==> config.mk <==
export PLATFORM = sky130hd
export DESIGN_NAME = sab_smbus_target
export DESIGN_NICKNAME = d
export VERILOG_FILES = /design/src/verilog/sab_smbus_target.v
export VERILOG_INCLUDE_DIRS = /design/src /design/src/common
export SDC_FILE = /design/constraint.sdc
export NUM_CORES = 1
export LEC_CHECK = 0
export ABC_AREA = 0
export BUFFER_PORTS_ARGS = -buffer_cell sky130_fd_sc_hd__buf_2
export CAP_MARGIN = 10
export CORE_UTILIZATION = 50
export CTS_CLUSTER_DIAMETER = 150
export CTS_CLUSTER_SIZE = 10
export DETAILED_ROUTE_END_ITERATION = 10
export MAX_ROUTING_LAYER = met4
export PLACE_DENSITY_LB_ADDON = 0.15
export SLEW_MARGIN = 20
export SYNTH_ARGS = -nofsm -noshare
export SYNTH_HDL_FRONTEND = slang
export SYNTH_SLANG_ARGS = --single-unit
==> constraint.sdc <==
create_clock -name mclk -period 2.4 [get_ports mclk]
set_input_delay 0.6 -clock mclk [delete_from_list [all_inputs] [get_ports mclk]]
set_output_delay 0.6 -clock mclk [all_outputs]
set_load 0.02 [all_outputs]
==> src/common/sab_defines.vh <==
// Constants for the SMBus address, timeout and alert block
`ifndef SAB_DEFINES_VH
`define SAB_DEFINES_VH
// Clock rate and bus timeout
`define SAB_CLK_HZ          100000000
`define SAB_TLOW_TIMEOUT_MS 25
`define SAB_TIMEOUT_CYC     22'd2500000
`define SAB_TIMEOUT_W       22
// Command codes
`define SAB_CMD_CLEAR_FAULT 8'h03
`define SAB_CMD_ALERT_MASK  8'hd8
// Alert mask reset value
`define SAB_MASK_RST        16'h0000
// Alert response address, 7 bit
`define SAB_ARA_ADDR        7'h0c
// Strap level codes
`define SAB_STRAP_OPEN      2'h0
`define SAB_STRAP_LOW       2'h1
`define SAB_STRAP_HIGH      2'h2
// Address groups of the strap decode
`define SAB_GRP0_BASE       7'h40
`define SAB_GRP1_BASE       7'h10
`define SAB_GRP2_BASE       7'h50
`define SAB_GRP1_IDX        5'h08
`define SAB_GRP2_IDX        5'h10
// Byte returned for an unmapped read
`define SAB_IDLE_BYTE       8'hff
`endif

==> src/verilog/sab_smbus_target.v <==
// SMBus target with strap address decode, clock-low timeout and masked alert
// Function
// - Each of the three strap pins is read as open, low or high, giving 27 addresses.
// - The 7-bit address comes from index 9*p2+3*p1+p0 mapped onto 40h, 10h and 50h groups.
// - Straps are latched only once enable and both supply rails are good.
// - A clock-low interval beyond 25 ms drops bus communication back to idle.
// - The target never stretches the clock, so its cumulative stretch stays at zero.
// - The alert output is gated by the alert mask register at D8h and by an automatic mask.
// - An alert response read returns this address only while alert is asserted, with arbitration.
// - A won alert response read sets the automatic mask for every fault active at that read.
// - Fault inputs are not latched, and only the clear fault command clears the automatic mask.
`include "sab_defines.vh"
`default_nettype none
module sab_smbus_target #(
    parameter [`SAB_TIMEOUT_W-1:0] TIMEOUT_CYC = `SAB_TIMEOUT_CYC
) (
    input  wire        mclk,
    input  wire        rst_n,
    input  wire        clk_en,
    input  wire        scl_i,
    output wire        scl_o,
    output wire        scl_oe_n,
    input  wire        sda_i,
    output wire        sda_o,
    output wire        sda_oe_n,
    output wire        alert_o,
    output wire        alert_oe_n,
    input  wire [1:0]  strap_pin_0,
    input  wire [1:0]  strap_pin_1,
    input  wire [1:0]  strap_pin_2,
    input  wire        enable_in,
    input  wire        vdd_ok,
    input  wire        vref_ok,
    input  wire [15:0] fault_in,
    output reg  [6:0]  dev_addr_q,
    output reg         addr_valid_q,
    output reg  [15:0] alert_mask_q,
    output reg  [15:0] auto_mask_q
);
    localparam [2:0] ST_IDLE  = 3'h0;
    localparam [2:0] ST_ADDR  = 3'h1;
    localparam [2:0] ST_ACK   = 3'h2;
    localparam [2:0] ST_RX    = 3'h3;
    localparam [2:0] ST_TX    = 3'h4;
    localparam [2:0] ST_TXREL = 3'h5;
    localparam [2:0] ST_TXACK = 3'h6;
    localparam [10:0] SYNC_RST = 11'h600;
    wire [10:0] raw_in = {scl_i, sda_i, enable_in, vdd_ok, vref_ok,
                          strap_pin_2, strap_pin_1, strap_pin_0};
    reg  [10:0] s1_q;
    reg  [10:0] s2_q;
    reg  [10:0] s3_q;
    reg  [10:0] filt_q;
    genvar gi;
    generate
        for (gi = 0; gi < 11; gi = gi + 1) begin : g_sync
            always @(posedge mclk or negedge rst_n) begin
                if (!rst_n) begin
                    s1_q[gi]   <= SYNC_RST[gi];
                    s2_q[gi]   <= SYNC_RST[gi];
                    s3_q[gi]   <= SYNC_RST[gi];
                    filt_q[gi] <= SYNC_RST[gi];
                end else if (clk_en) begin
                    s1_q[gi] <= raw_in[gi];
                    s2_q[gi] <= s1_q[gi];
                    s3_q[gi] <= s2_q[gi];
                    if (s2_q[gi] == s3_q[gi]) begin
                        filt_q[gi] <= s3_q[gi];
                    end
                end
            end
        end
    endgenerate
    wire scl_f   = filt_q[10];
    wire sda_f   = filt_q[9];
    wire ready_f = filt_q[8] & filt_q[7] & filt_q[6];
    function [1:0] lvl;
        input [1:0] code;
        begin
            lvl = (code == `SAB_STRAP_LOW)  ? 2'h1 :
                  (code == `SAB_STRAP_HIGH) ? 2'h2 : 2'h0;
        end
    endfunction
    wire [4:0] p0 = {3'h0, lvl(filt_q[1:0])};
    wire [4:0] p1 = {3'h0, lvl(filt_q[3:2])};
    wire [4:0] p2 = {3'h0, lvl(filt_q[5:4])};
    wire [4:0] strap_idx = (p2 * 5'h09) + (p1 * 5'h03) + p0;
    wire [6:0] idx7 = {2'h0, strap_idx};
    wire [6:0] strap_addr =
        (strap_idx < `SAB_GRP1_IDX) ? `SAB_GRP0_BASE + idx7 :
        (strap_idx < `SAB_GRP2_IDX) ? `SAB_GRP1_BASE + idx7 - {2'h0, `SAB_GRP1_IDX} :
                                      `SAB_GRP2_BASE + idx7 - {2'h0, `SAB_GRP2_IDX};
    reg        scl_p_q;
    reg        sda_p_q;
    reg  [2:0] st_q;
    reg  [2:0] nxt_q;
    reg  [2:0] bit_q;
    reg  [7:0] sh_q;
    reg  [7:0] cmd_q;
    reg  [1:0] rx_idx_q;
    reg  [1:0] tx_idx_q;
    reg  [7:0] lo_byte_q;
    reg        ara_q;
    reg        sda_drv_q;
    reg        ready_q;
    reg        alert_q;
    reg [15:0] fsnap_q;
    reg [`SAB_TIMEOUT_W-1:0] low_cnt_q;
    wire scl_rise = scl_f & ~scl_p_q;
    wire scl_fall = ~scl_f & scl_p_q;
    wire bus_start = scl_f & scl_p_q & sda_p_q & ~sda_f;
    wire bus_stop  = scl_f & scl_p_q & ~sda_p_q & sda_f;
    wire timeout   = (low_cnt_q >= TIMEOUT_CYC);
    wire [7:0] rx_byte = {sh_q[6:0], sda_f};
    wire alert_d = |(fault_in & ~alert_mask_q & ~auto_mask_q);
    // Byte to send for the next read byte
    function [7:0] tx_byte;
        input [7:0] cmd;
        input [1:0] idx;
        input [15:0] mask;
        begin
            tx_byte = (cmd != `SAB_CMD_ALERT_MASK || idx[1]) ? `SAB_IDLE_BYTE :
                      (idx[0] ? mask[15:8] : mask[7:0]);
        end
    endfunction
    always @(posedge mclk or negedge rst_n) begin
        if (!rst_n) begin
            low_cnt_q <= {`SAB_TIMEOUT_W{1'b0}};
        end else if (clk_en) begin
            if (scl_f) begin
                low_cnt_q <= {`SAB_TIMEOUT_W{1'b0}};
            end else if (!timeout) begin
                low_cnt_q <= low_cnt_q + 1'b1;
            end
        end
    end
    always @(posedge mclk or negedge rst_n) begin
        if (!rst_n) begin
            ready_q      <= 1'b0;
            dev_addr_q   <= 7'h00;
            addr_valid_q <= 1'b0;
            alert_q      <= 1'b0;
        end else if (clk_en) begin
            ready_q <= ready_f;
            alert_q <= alert_d;
            if (!ready_f) begin
                addr_valid_q <= 1'b0;
            end else if (!ready_q) begin
                dev_addr_q   <= strap_addr;
                addr_valid_q <= 1'b1;
            end
        end
    end
    always @(posedge mclk or negedge rst_n) begin
        if (!rst_n) begin
            scl_p_q      <= 1'b1;
            sda_p_q      <= 1'b1;
            st_q         <= ST_IDLE;
            nxt_q        <= ST_IDLE;
            bit_q        <= 3'h0;
            sh_q         <= 8'h00;
            cmd_q        <= 8'h00;
            rx_idx_q     <= 2'h0;
            tx_idx_q     <= 2'h0;
            lo_byte_q    <= 8'h00;
            ara_q        <= 1'b0;
            sda_drv_q    <= 1'b0;
            fsnap_q      <= 16'h0000;
            alert_mask_q <= `SAB_MASK_RST;
            auto_mask_q  <= 16'h0000;
        end else if (clk_en) begin
            scl_p_q <= scl_f;
            sda_p_q <= sda_f;
            if (timeout || bus_stop) begin
                st_q      <= ST_IDLE;
                sda_drv_q <= 1'b0;
            end else if (bus_start) begin
                st_q      <= ST_ADDR;
                bit_q     <= 3'h0;
                sda_drv_q <= 1'b0;
            end else begin
                case (st_q)
                    ST_ADDR: begin
                        if (scl_rise) begin
                            sh_q  <= rx_byte;
                            bit_q <= bit_q + 1'b1;
                            if (bit_q == 3'h7) begin
                                ara_q    <= 1'b0;
                                tx_idx_q <= 2'h0;
                                rx_idx_q <= 2'h0;
                                if (addr_valid_q && rx_byte[7:1] == dev_addr_q) begin
                                    st_q  <= ST_ACK;
                                    nxt_q <= rx_byte[0] ? ST_TX : ST_RX;
                                    sh_q  <= tx_byte(cmd_q, 2'h0, alert_mask_q);
                                end else if (rx_byte == {`SAB_ARA_ADDR, 1'b1} &&
                                             alert_q && addr_valid_q) begin
                                    st_q    <= ST_ACK;
                                    nxt_q   <= ST_TX;
                                    ara_q   <= 1'b1;
                                    fsnap_q <= fault_in;
                                    sh_q    <= {dev_addr_q, 1'b0};
                                end else begin
                                    st_q <= ST_IDLE;
                                end
                            end
                        end
                    end
                    ST_ACK: begin
                        if (scl_fall) begin
                            if (!sda_drv_q) begin
                                sda_drv_q <= 1'b1;
                            end else begin
                                st_q      <= nxt_q;
                                bit_q     <= 3'h0;
                                sda_drv_q <= (nxt_q == ST_TX) ? ~sh_q[7] : 1'b0;
                            end
                        end
                    end
                    ST_RX: begin
                        if (scl_rise) begin
                            sh_q  <= rx_byte;
                            bit_q <= bit_q + 1'b1;
                            if (bit_q == 3'h7) begin
                                st_q  <= ST_ACK;
                                nxt_q <= ST_RX;
                                if (rx_idx_q == 2'h0) begin
                                    cmd_q    <= rx_byte;
                                    rx_idx_q <= 2'h1;
                                    if (rx_byte == `SAB_CMD_CLEAR_FAULT) begin
                                        auto_mask_q <= 16'h0000;
                                    end
                                end else if (cmd_q == `SAB_CMD_ALERT_MASK) begin
                                    if (rx_idx_q == 2'h1) begin
                                        lo_byte_q <= rx_byte;
                                        rx_idx_q  <= 2'h2;
                                    end else if (rx_idx_q == 2'h2) begin
                                        alert_mask_q <= {rx_byte, lo_byte_q};
                                        rx_idx_q     <= 2'h3;
                                    end
                                end
                            end
                        end
                    end
                    ST_TX: begin
                        if (scl_fall) begin
                            sda_drv_q <= ~sh_q[7];
                        end else if (scl_rise) begin
                            sh_q  <= {sh_q[6:0], 1'b0};
                            bit_q <= bit_q + 1'b1;
                            if (ara_q && !sda_drv_q && !sda_f) begin
                                st_q <= ST_IDLE;
                            end else if (bit_q == 3'h7) begin
                                st_q <= ST_TXREL;
                                if (ara_q) begin
                                    auto_mask_q <= auto_mask_q | fsnap_q;
                                end
                            end
                        end
                    end
                    ST_TXREL: begin
                        if (scl_fall) begin
                            sda_drv_q <= 1'b0;
                            st_q      <= ST_TXACK;
                        end
                    end
                    ST_TXACK: begin
                        if (scl_rise) begin
                            bit_q <= 3'h0;
                            if (!sda_f && !ara_q) begin
                                st_q     <= ST_TX;
                                tx_idx_q <= tx_idx_q + 1'b1;
                                sh_q     <= tx_byte(cmd_q, tx_idx_q + 1'b1, alert_mask_q);
                            end else begin
                                st_q <= ST_IDLE;
                            end
                        end
                    end
                    default: begin
                        st_q      <= ST_IDLE;
                        sda_drv_q <= 1'b0;
                    end
                endcase
            end
        end
    end
    assign scl_o      = 1'b0;
    assign scl_oe_n   = 1'b1;
    assign sda_o      = 1'b0;
    assign sda_oe_n   = ~sda_drv_q;
    assign alert_o    = 1'b0;
    assign alert_oe_n = ~alert_q;
endmodule
`default_nettype wire
**Word-level counts from Yosys, hierarchy flattened**

Index checks and enable logic that the tools add are counted.

- Flip-flop bits (word level): 165
- Input bits: 30
- Word-level logic and storage cells: 310

- $add $sub $neg: 10
- Multiply operators: 2
- $lt $le $gt $ge: 3
- Eq/ne operators: 67
- Muxes and demuxes: 90
- Bitwise logic cells: 27
- Reductions and logical operators: 47

Operators with widths:

| kind | number |
|---|---|
| $mux W16 | 9 |
| $mux W8 | 12 |
| $mux W3 | 28 |
| $ne A4 B4 Y1 const B | 12 |
| $mux W22 | 2 |
| $mux W2 | 18 |
| $and A16 B16 Y16 | 2 |
| $not A16 Y16 | 2 |
| $pmux W16 S2 | 1 |
| $pmux W8 S4 | 1 |
| $ne A2 B2 Y1 const B | 15 |
| $reduce_and A10 Y1 | 3 |
| $reduce_and A2 Y1 | 13 |
| $add A22 B1 Y22 const B | 1 |
| $ge A22 B22 Y1 const B | 1 |
| $ne A3 B3 Y1 const B | 6 |
| $pmux W3 S6 | 1 |
| $reduce_and A9 Y1 | 2 |
| $or A16 B16 Y16 | 1 |
| $reduce_and A8 Y1 | 2 |
| $reduce_or A16 Y1 | 1 |
| $eq A3 B3 Y1 const B | 5 |
| $add A7 B5 Y7 const A | 2 |
| $mux W7 | 2 |
| 45 further kinds | 104 |

**Logic depth before layout (Yosys ltp)**

Gate-level depths: netlist of the first run.

- Depth after elaboration: 10
- Gate-level depth with buffers: 12

**Worst setup path before layout of the first run**

OpenSTA, ideal clock, no wires.

- Path type: register to register
- Start: register low_cnt_q[14]
- End: register fsnap_q[10]
- Setup time: 127 ps
- Arrival: 2469 ps
- Data required time: 2273 ps
- Slack: -197 ps
- Cell stages (with the launch flop): 9
- Buffers on the path: 3
- Period minus slack after synthesis: 2597 ps
- Cell sequence: dfrtp_1 > or4_4 > o211a_1 > buf_2 > a211oi_4 > and4_1 > buf_4 > buf_8 > mux2_1

- Cells in the longest elaborated chain, start to end: 4

Ends and longest elaborated chain:

| item | RTL line | source |
|---|---|---|
| from (decl) | sab_smbus_target.v:108 | `` reg [`SAB_TIMEOUT_W-1:0] low_cnt_q; `` |
| from (signal assigned) | sab_smbus_target.v:128 | `` low_cnt_q <= {`SAB_TIMEOUT_W{1'b0}}; `` |
| from (signal assigned) | sab_smbus_target.v:131 | `` low_cnt_q <= {`SAB_TIMEOUT_W{1'b0}}; `` |
| from (signal assigned) | sab_smbus_target.v:133 | `low_cnt_q <= low_cnt_q + 1'b1;` |
| $ge A22 B22 Y1 | sab_smbus_target.v:113 | `wire timeout = (low_cnt_q >= TIMEOUT_CYC);` |
| $logic_or A1 B1 Y1 | sab_smbus_target.v:174 | `if (timeout \|\| bus_stop) begin` |
| $not A1 Y1 (no line) | -- |  |
| $reduce_and A8 Y1 (no line) | -- |  |
| to (signal assigned) | sab_smbus_target.v:200 | `fsnap_q <= fault_in;` |
| to (decl) | sab_smbus_target.v:107 | `reg [15:0] fsnap_q;` |

Every way passes these cells.
A chain may end at the register's enable or synchronous reset.

**Final worst setup path of the first run**

- Start: register filt_q[3]
- End: register dev_addr_q[6]

- Cells in the longest elaborated chain, start to end: 10
- Elaborated cells between the ends (all ways): 16

Ends and longest elaborated chain:

| item | RTL line | source |
|---|---|---|
| from (decl) | sab_smbus_target.v:53 | `reg [10:0] filt_q;` |
| from (signal, indexed assignment) | sab_smbus_target.v:62 | `filt_q[gi] <= SYNC_RST[gi];` |
| from (signal, indexed assignment) | sab_smbus_target.v:68 | `filt_q[gi] <= s3_q[gi];` |
| $eq A2 B2 Y1 (no line) | -- |  |
| $mux W2 | sab_smbus_target.v:81 | `` (code == `SAB_STRAP_HIGH) ? 2'h2 : 2'h0; `` |
| $mux W2 (*) | sab_smbus_target.v:80 | `` lvl = (code == `SAB_STRAP_LOW) ? 2'h1 : `` |
| $mul A2 B2 Y4 (*) | sab_smbus_target.v:87 | `wire [4:0] strap_idx = (p2 * 5'h09) + (p1 * 5'h03) + p0;` |
| $add A5 B4 Y5 (*) | sab_smbus_target.v:87 |  |
| $add A5 B2 Y5 (*) | sab_smbus_target.v:87 |  |
| $add A7 B5 Y7 (no line) / $add A5 B5 Y6 (equally long branches) | -- |  |
| $sub A7 B5 Y7 (no line) / $sub A6 B4 Y7 (equally long branches) | -- |  |
| $mux W7 | sab_smbus_target.v:91 | `` (strap_idx < `SAB_GRP2_IDX) ? `SAB_GRP1_BASE + idx7 - {2'h0, `SAB_GRP1_IDX} : `` |
| $mux W7 (*) | sab_smbus_target.v:90 | `` (strap_idx < `SAB_GRP1_IDX) ? `SAB_GRP0_BASE + idx7 : `` |
| to (signal assigned) | sab_smbus_target.v:149 | `dev_addr_q <= strap_addr;` |
| to (decl) | sab_smbus_target.v:35 | `output reg [6:0] dev_addr_q,` |

Mark *: on every way between the ends. The rest lies on a longest branch, timed or not.

==> metrics.txt, run 1 <==
ANT cells 0; Seq pwr share 36.1%; global route total overflow 0; WL per Instance 18.73 µm; vias in the first global route 6935; Tmin final 2.491 ns; Die X 131.7 µm; max_cap viols 0; path type of the worst setup path reg2reg; Worst path max stage delay 0.49 ns; RR Endpoint dev_addr_q[6]; Crit path depth 12; Buffers & Inverters on Critical Path 3; Req. time, crit path 2.72 ns; Worst IR Drop VDD 0.0006440 V; ys async rst share 100.0%; core area 16520 µm²; global placement routability congestion 0.9240; area of the multi-input gates 4078 µm²; Vias/cell 5.984; synthesis-stage register bit count 164; Max Used Layer met4; internal power 0.006544 W; R2R Setup Slk -0.09 ns; failing checks setup timing; Worst setup SP type flop; worst rel slew slack 62.13%; register area share after synthesis 48.94%; CTS root buf clkbuf_16; share of layout cells above drive strength 1 31.32%; CTS tree done; R2R cell count 12; EDFF count, synth 0; num ports 76; PnR worst setup slack -0.09062 ns; combinational power share 34.2%; worst slew pin tran 0.5681 ns; final hold vios 0; Met1 Wirelength 9158 µm; total clock buffers created by CTS 17; Cell Area, Synth 8411 µm²; Slew Limit Fails 0; Final Core Density 62.15%; worst hold-check path type in2async; Sw Pwr 0.003463 W; Initial Utilization 50.90%; arrival time at the worst endpoint 2.81 ns; total area of sequential cells 4116 µm²; Clk network pwr share 29.7%; H-tree depth 4; met2 WL 10610 µm; reg2reg start filt_q[3]; crit path cell chain inv_1 > ha_2 > inv_2 > fa_1 > nor3b_2 > or2_4 > fa_2 > a31oi_1 > xnor2_1 > nor2b_1 > inv_1 > o22a_1; Worst path slowest cell fa_1; top cell type's share of synthesized area 45.82%; Tot GR Track Use 26.52%; first-pass GRT wire length 35130 µm; Die ar. 17340 µm²; die height 131.7 µm; Post-Place Cells 1107; Pre-antenna DRT Iters 7; Fill cells 1355; dominant cells by area after synthesis dfrtp_1 (46%), mux2_2 (7.4%), o21ai_0 (3.3%); RSZ-0062 raised after global routing yes; Yosys top cell by area dfrtp_1; most frequent cells in the layout dfrtp_1 (154), buf_2 (70), buf_4 (63); Pwr Density 974.4 nW/µm²; Avg Cell Area, Syn 10.45 µm²; Top cell by count, worst path inv_1; Post-Route Hold Slack 0.09978 ns; sw frac 34.60%; ys flop type dfrtp_1; Yosys cell types 79; status finished, violations left; Via Count 6876; Layout Cells excl Fill 1149; Final setup viols 2; clock-pin slew on the worst setup and hold paths 0.07 ns; Antenna Nets Post-Route 0; met3 WL 1150 µm; clock latency on the worst-skew pair 0.43 ns; Post-route DRC 0; Leakage 4.842 nW; Syn Inst Count 805; Clock Sinks 164; Fmax 401.5 MHz; synth warn 0; commonest non-fill, non-tap cell in the layout dfrtp_1; largest net degree at the start of global routing 60; fin crit share 103.8%; CP Max Fanout 2; initial DRC count 469; detailed-placement wirelength estimate 14930 µm; Clock Tree Buf Depth 2; synthesis-to-layout area growth 22.11%; crit end category flop; Crit path max-delay family adder cells; Setup Skew 0.009393 ns; FP Rows 47; Total Wirelength 21520 µm; initial antenna violation count 0; Nets 959; port buffer count 71
[layer usage]
layer  vias to the layer above  track usage (%)
li1                       3161                -
met1                      3406            32.62
met2                       249            41.83
met3                        60            6.173
met4                         0            11.50
met5                         -                -
[flip-flops by register name (all words and copies together), names as in the netlist, 9 cells and up]
register,flops
alert_mask_q,16
auto_mask_q,16
filt_q,9
fsnap_q,16
low_cnt_q,22
s1_q,11
s2_q,11
s3_q,11
[cells by family (layout without fill, tap and decap cells)]
group / after synthesis / after routing / share of synthesized area [%]
AO/OA/AOI/OAI: 215 / 215 / 17.29
XOR/XNOR: 16 / 16 / 1.666
adder cells (fa/ha/maj): 13 / 13 / 2.112
buffers and inverters: 94 / 216 / 4.746
flip-flops: 164 / 164 / 48.94
multiplexers: 82 / 82 / 11.32
other: 2 / 4 / 0.08929
AND/OR/NAND/NOR: 219 / 219 / 13.84
[stage by stage]
stage          TNS, ns  worst slack [ns]  total power [W]  instance area [µm²]
6_report       -0.1719          -0.09062          0.01001                10270
5_1_grt        -0.5783           -0.2320          0.01055                10270
4_1_cts        -0.4770           -0.1121         0.009912                10200
3_5_place_dp   -0.6313           -0.1853         0.006858                 9402
3_3_place_gp   -0.1724           -0.1442         0.006745                 9402
2_1_floorplan   -2.838           -0.1739         0.005688                 8479
[worst max path at each step]
stage | startpoint | to | slack, ns
2_1_floorplan | low_cnt_q[14] | fsnap_q[10] | -0.17
3_3_place_gp | filt_q[3] | dev_addr_q[6] | -0.14
3_5_place_dp | filt_q[3] | dev_addr_q[6] | -0.19
4_1_cts | filt_q[3] | dev_addr_q[6] | -0.11
5_1_grt | filt_q[3] | dev_addr_q[6] | -0.23
6_report | filt_q[3] | dev_addr_q[6] | -0.09
[Yosys cell counts (all sizes together), types with 13 or more instances]
library cell	count
dfrtp	154
mux2	75
nor2	63
o21ai	55
inv	41
a21oi	40
nand2	37
clkbuf	36
nand3	22
a41oi	18
buf	17
nand4	14
xnor2	14
nor2b	13
[power groups by stage]
stage / logic, W / clock network [W] / registers, W
after floorplan: 0.00214 / 0 / 0.00355
after global placement: 0.00312 / 0 / 0.00362
after detailed placement: 0.00321 / 0 / 0.00365
after CTS: 0.00329 / 0.00302 / 0.00360
after global routing: 0.00374 / 0.00315 / 0.00366
final: 0.00342 / 0.00297 / 0.00361
[final cells by class]
cell class / instances / share of cell area [%]
Sequential cell: 164 / 40.08
Multi-Input combinational cell: 549 / 39.71
Timing Repair Buffer: 143 / 9.698
Clock buffer: 19 / 4.410
Tap cell: 220 / 2.680
Clock inverter: 13 / 1.925
Inverter: 41 / 1.499
[repair_timing]
item,in CTS,in global routing
pin swaps,8,7
cloned,1,0
hold buffers,0,0
buffers inserted,6,4
endpoints found under the hold margin,0,0
gates resized for setup,19,17
endpoints found under the setup margin,28,75
(Power assumes the default switching activity.)
==> run 2, diff against run 1 <==
--- a/config.mk
+++ b/config.mk
@@ -15,6 +15,7 @@
 export DETAILED_ROUTE_END_ITERATION = 10
 export MAX_ROUTING_LAYER = met4
 export PLACE_DENSITY_LB_ADDON = 0.15
+export RECOVER_POWER = 50
 export SLEW_MARGIN = 20
 export SYNTH_ARGS = -nofsm -noshare
 export SYNTH_HDL_FRONTEND = slang
==> run 2 against run 1 <==
Compared with the run above:
- the flow still finishes with violations (setup timing)
- die area stayed put
- critical path type unchanged
- via count is 0.35% lower
- register-to-register slack hardly changed
- largest cell class unchanged
- power hardly changed
- critical path depth stayed put
==> metrics.txt, run 2 (synthesis gave the netlist of run 1 again) <==
status finished, violations left; failing checks setup timing; H-tree depth 4 (unchanged); Nets 959 (unchanged); path type of the worst setup path reg2reg; fin crit share 103.8% (about the same); arrival time at the worst endpoint 2.81 ns (about the same); Pre-antenna DRT Iters 7 (unchanged); Seq pwr share 36.1% (about the same); max reg flops 22 (unchanged); crit path cell chain inv_1 > ha_2 > inv_2 > fa_1 > nor3b_2 > or2_4 > fa_2 > a31oi_1 > xnor2_1 > nor2b_1 > inv_1 > o22a_1; share of layout cells above drive strength 1 31.11% (-0.22 points); WL per Instance 18.71 µm (-0.12%); port buffer count 71 (unchanged); CP Max Fanout 2 (unchanged); Vias/cell 5.963 (-0.35%); Die ar. 17340 µm² (unchanged); initial antenna violation count 0 (unchanged); area of the multi-input gates 4078 µm² (unchanged); Clock Tree Buf Depth 2 (unchanged); max_cap viols 0 (unchanged); PnR worst setup slack -0.09064 ns (-0.00001820 ns); Final setup viols 2 (unchanged); first-pass GRT wire length 35130 µm (unchanged); Leakage 4.822 nW (-0.40%); Setup Skew 0.007379 ns (-0.002015 ns); Worst path max stage delay 0.49 ns (about the same); clock latency on the worst-skew pair 0.43 ns (about the same); Worst IR Drop VDD 0.0006417 V (-0.35%); core area 16520 µm² (unchanged); Via Count 6852 (-0.35%); commonest non-fill, non-tap cell in the layout dfrtp_1; CTS tree done; Fill cells 1365 (+0.74%); die height 131.7 µm (unchanged); worst rel slew slack 16.66% (-45 points); final hold vios 0 (unchanged); Post-route DRC 0 (unchanged); Clock Sinks 164 (unchanged); Die X 131.7 µm (unchanged); CTS root buf clkbuf_16; setup TNS -0.1717 ns (+0.0002000 ns); total area of sequential cells 4116 µm² (unchanged); Initial Utilization 50.90% (unchanged); Slew Limit Fails 0 (unchanged); Antenna Nets Post-Route 0 (unchanged); vias in the first global route 6935 (unchanged); crit end category flop; combinational power share 34.2% (about the same); worst hold-check path type in2reg; Pwr Density 978.0 nW/µm² (+0.37%); global route total overflow 0 (unchanged); Req. time, crit path 2.72 ns (about the same); sw frac 34.65% (+0.049 points); total power 0.01000 W (about the same); R2R Setup Slk -0.09 ns (about the same); Largest Register low_cnt_q; Total Wirelength 21500 µm (-0.12%); internal power 0.006537 W (-0.11%); Worst setup SP type flop; detailed-placement wirelength estimate 14930 µm (unchanged); largest net degree at the start of global routing 60 (unchanged); worst slew pin tran 1.250 ns (+0.6821 ns); FP Rows 47 (unchanged); Sw Pwr 0.003466 W (+0.11%); initial DRC count 458 (-2.3%); Top cell by count, worst path inv_1; Tmin final 2.491 ns (+0.00001820 ns); ANT cells 0 (unchanged); global placement routability congestion 0.9240 (unchanged); RSZ-0062 raised after global routing yes; Worst path slowest cell fa_1; Clk network pwr share 29.7% (about the same); clock-pin slew on the worst setup and hold paths 0.07 ns (about the same); Tot GR Track Use 26.52% (unchanged); synthesis-to-layout area growth 21.62%; total clock buffers created by CTS 17 (unchanged); num ports 76 (unchanged); Hold-fix buffers, CTS 0 (unchanged); most frequent cells in the layout dfrtp_1 (154), buf_2 (70), nor2_1 (62); Fmax 401.5 MHz (about the same)
==> run 2: cell count changes in the layout (fill, tap and decap cells not counted), sizes merged <==
cell    previous run  this run
buf              143       137
clkbuf            19        25
==> run 2: worst paths after layout <==
check / start / to / depth (start not counted)
min in group asynchronous: rst_n / auto_mask_q[9] / 1
setup / recovery: filt_q[3] / dev_addr_q[6] / 12
max in group asynchronous: rst_n / sh_q[7] / 2
setup reg to reg: filt_q[3] / dev_addr_q[6] / 12
hold reg to reg: s3_q[9] / s3_q[9] / 2
hold / removal: strap_pin_0[0] / s1_q[0] / 2
==> run 2: power by group through the flow <==
stage               Clock, W  Sequential (W)  Combinational (W)
floorplan                  0         0.00355            0.00214
global placement           0         0.00362            0.00312
detailed placement         0         0.00365            0.00321
CTS                  0.00302         0.00360            0.00329
global route         0.00315         0.00366            0.00373
finish               0.00297         0.00361            0.00342
==> run 2: final cells by class <==
class | count | area share, %
Multi-Input combinational cell | 549 | 39.87
Tap cell | 220 | 2.691
Inverter | 41 | 1.505
Clock inverter | 13 | 1.933
Sequential cell | 164 | 40.24
Timing Repair Buffer | 143 | 9.333
Clock buffer | 19 | 4.428
==> run 2: per-layer routing <==
metal	track usage (%)	routed length [µm]
met1	32.62	9147
met3	6.173	1203
met5	-	0
met2	41.83	10500
met4	11.50	642
==> run 2: stage by stage <==
stage | std cells | instance area [µm²] | util [%] | hold WS [ns] | worst slack, ns
global placement | 1107 | 9402 | 56.89 | 0.4665 | -0.1442
floorplan | 807 | 8479 | - | 0.3044 | -0.1739
CTS | 1146 | 10200 | 61.71 | 0.1146 | -0.1121
global route | 1149 | 10230 | 61.90 | 0.3832 | -0.2320
detailed placement | 1107 | 9402 | 56.89 | 0.4794 | -0.1853
finish | 1149 | 10230 | 61.90 | 0.3958 | -0.09064
==> run 2: worst max-delay path, delay by kind of cell (launching register included) <==
kind	cells	cell delay (ns)
buffers and inverters	3	0.15
DFF	1	0.38
xor gates and xnor gates	1	0.10
AOI/OAI and AO/OA	2	0.32
adders and majority gates	3	1.00
and+or+nand+nor	3	0.43
==> run 2: timing repair <==
action / CTS / global route
resized for setup: 19 / 17
pin swaps: 8 / 7
hold endpoints to repair: 0 / 0
setup endpoints to repair: 28 / 75
gates cloned: 1 / 0
buffers inserted: 6 / 4
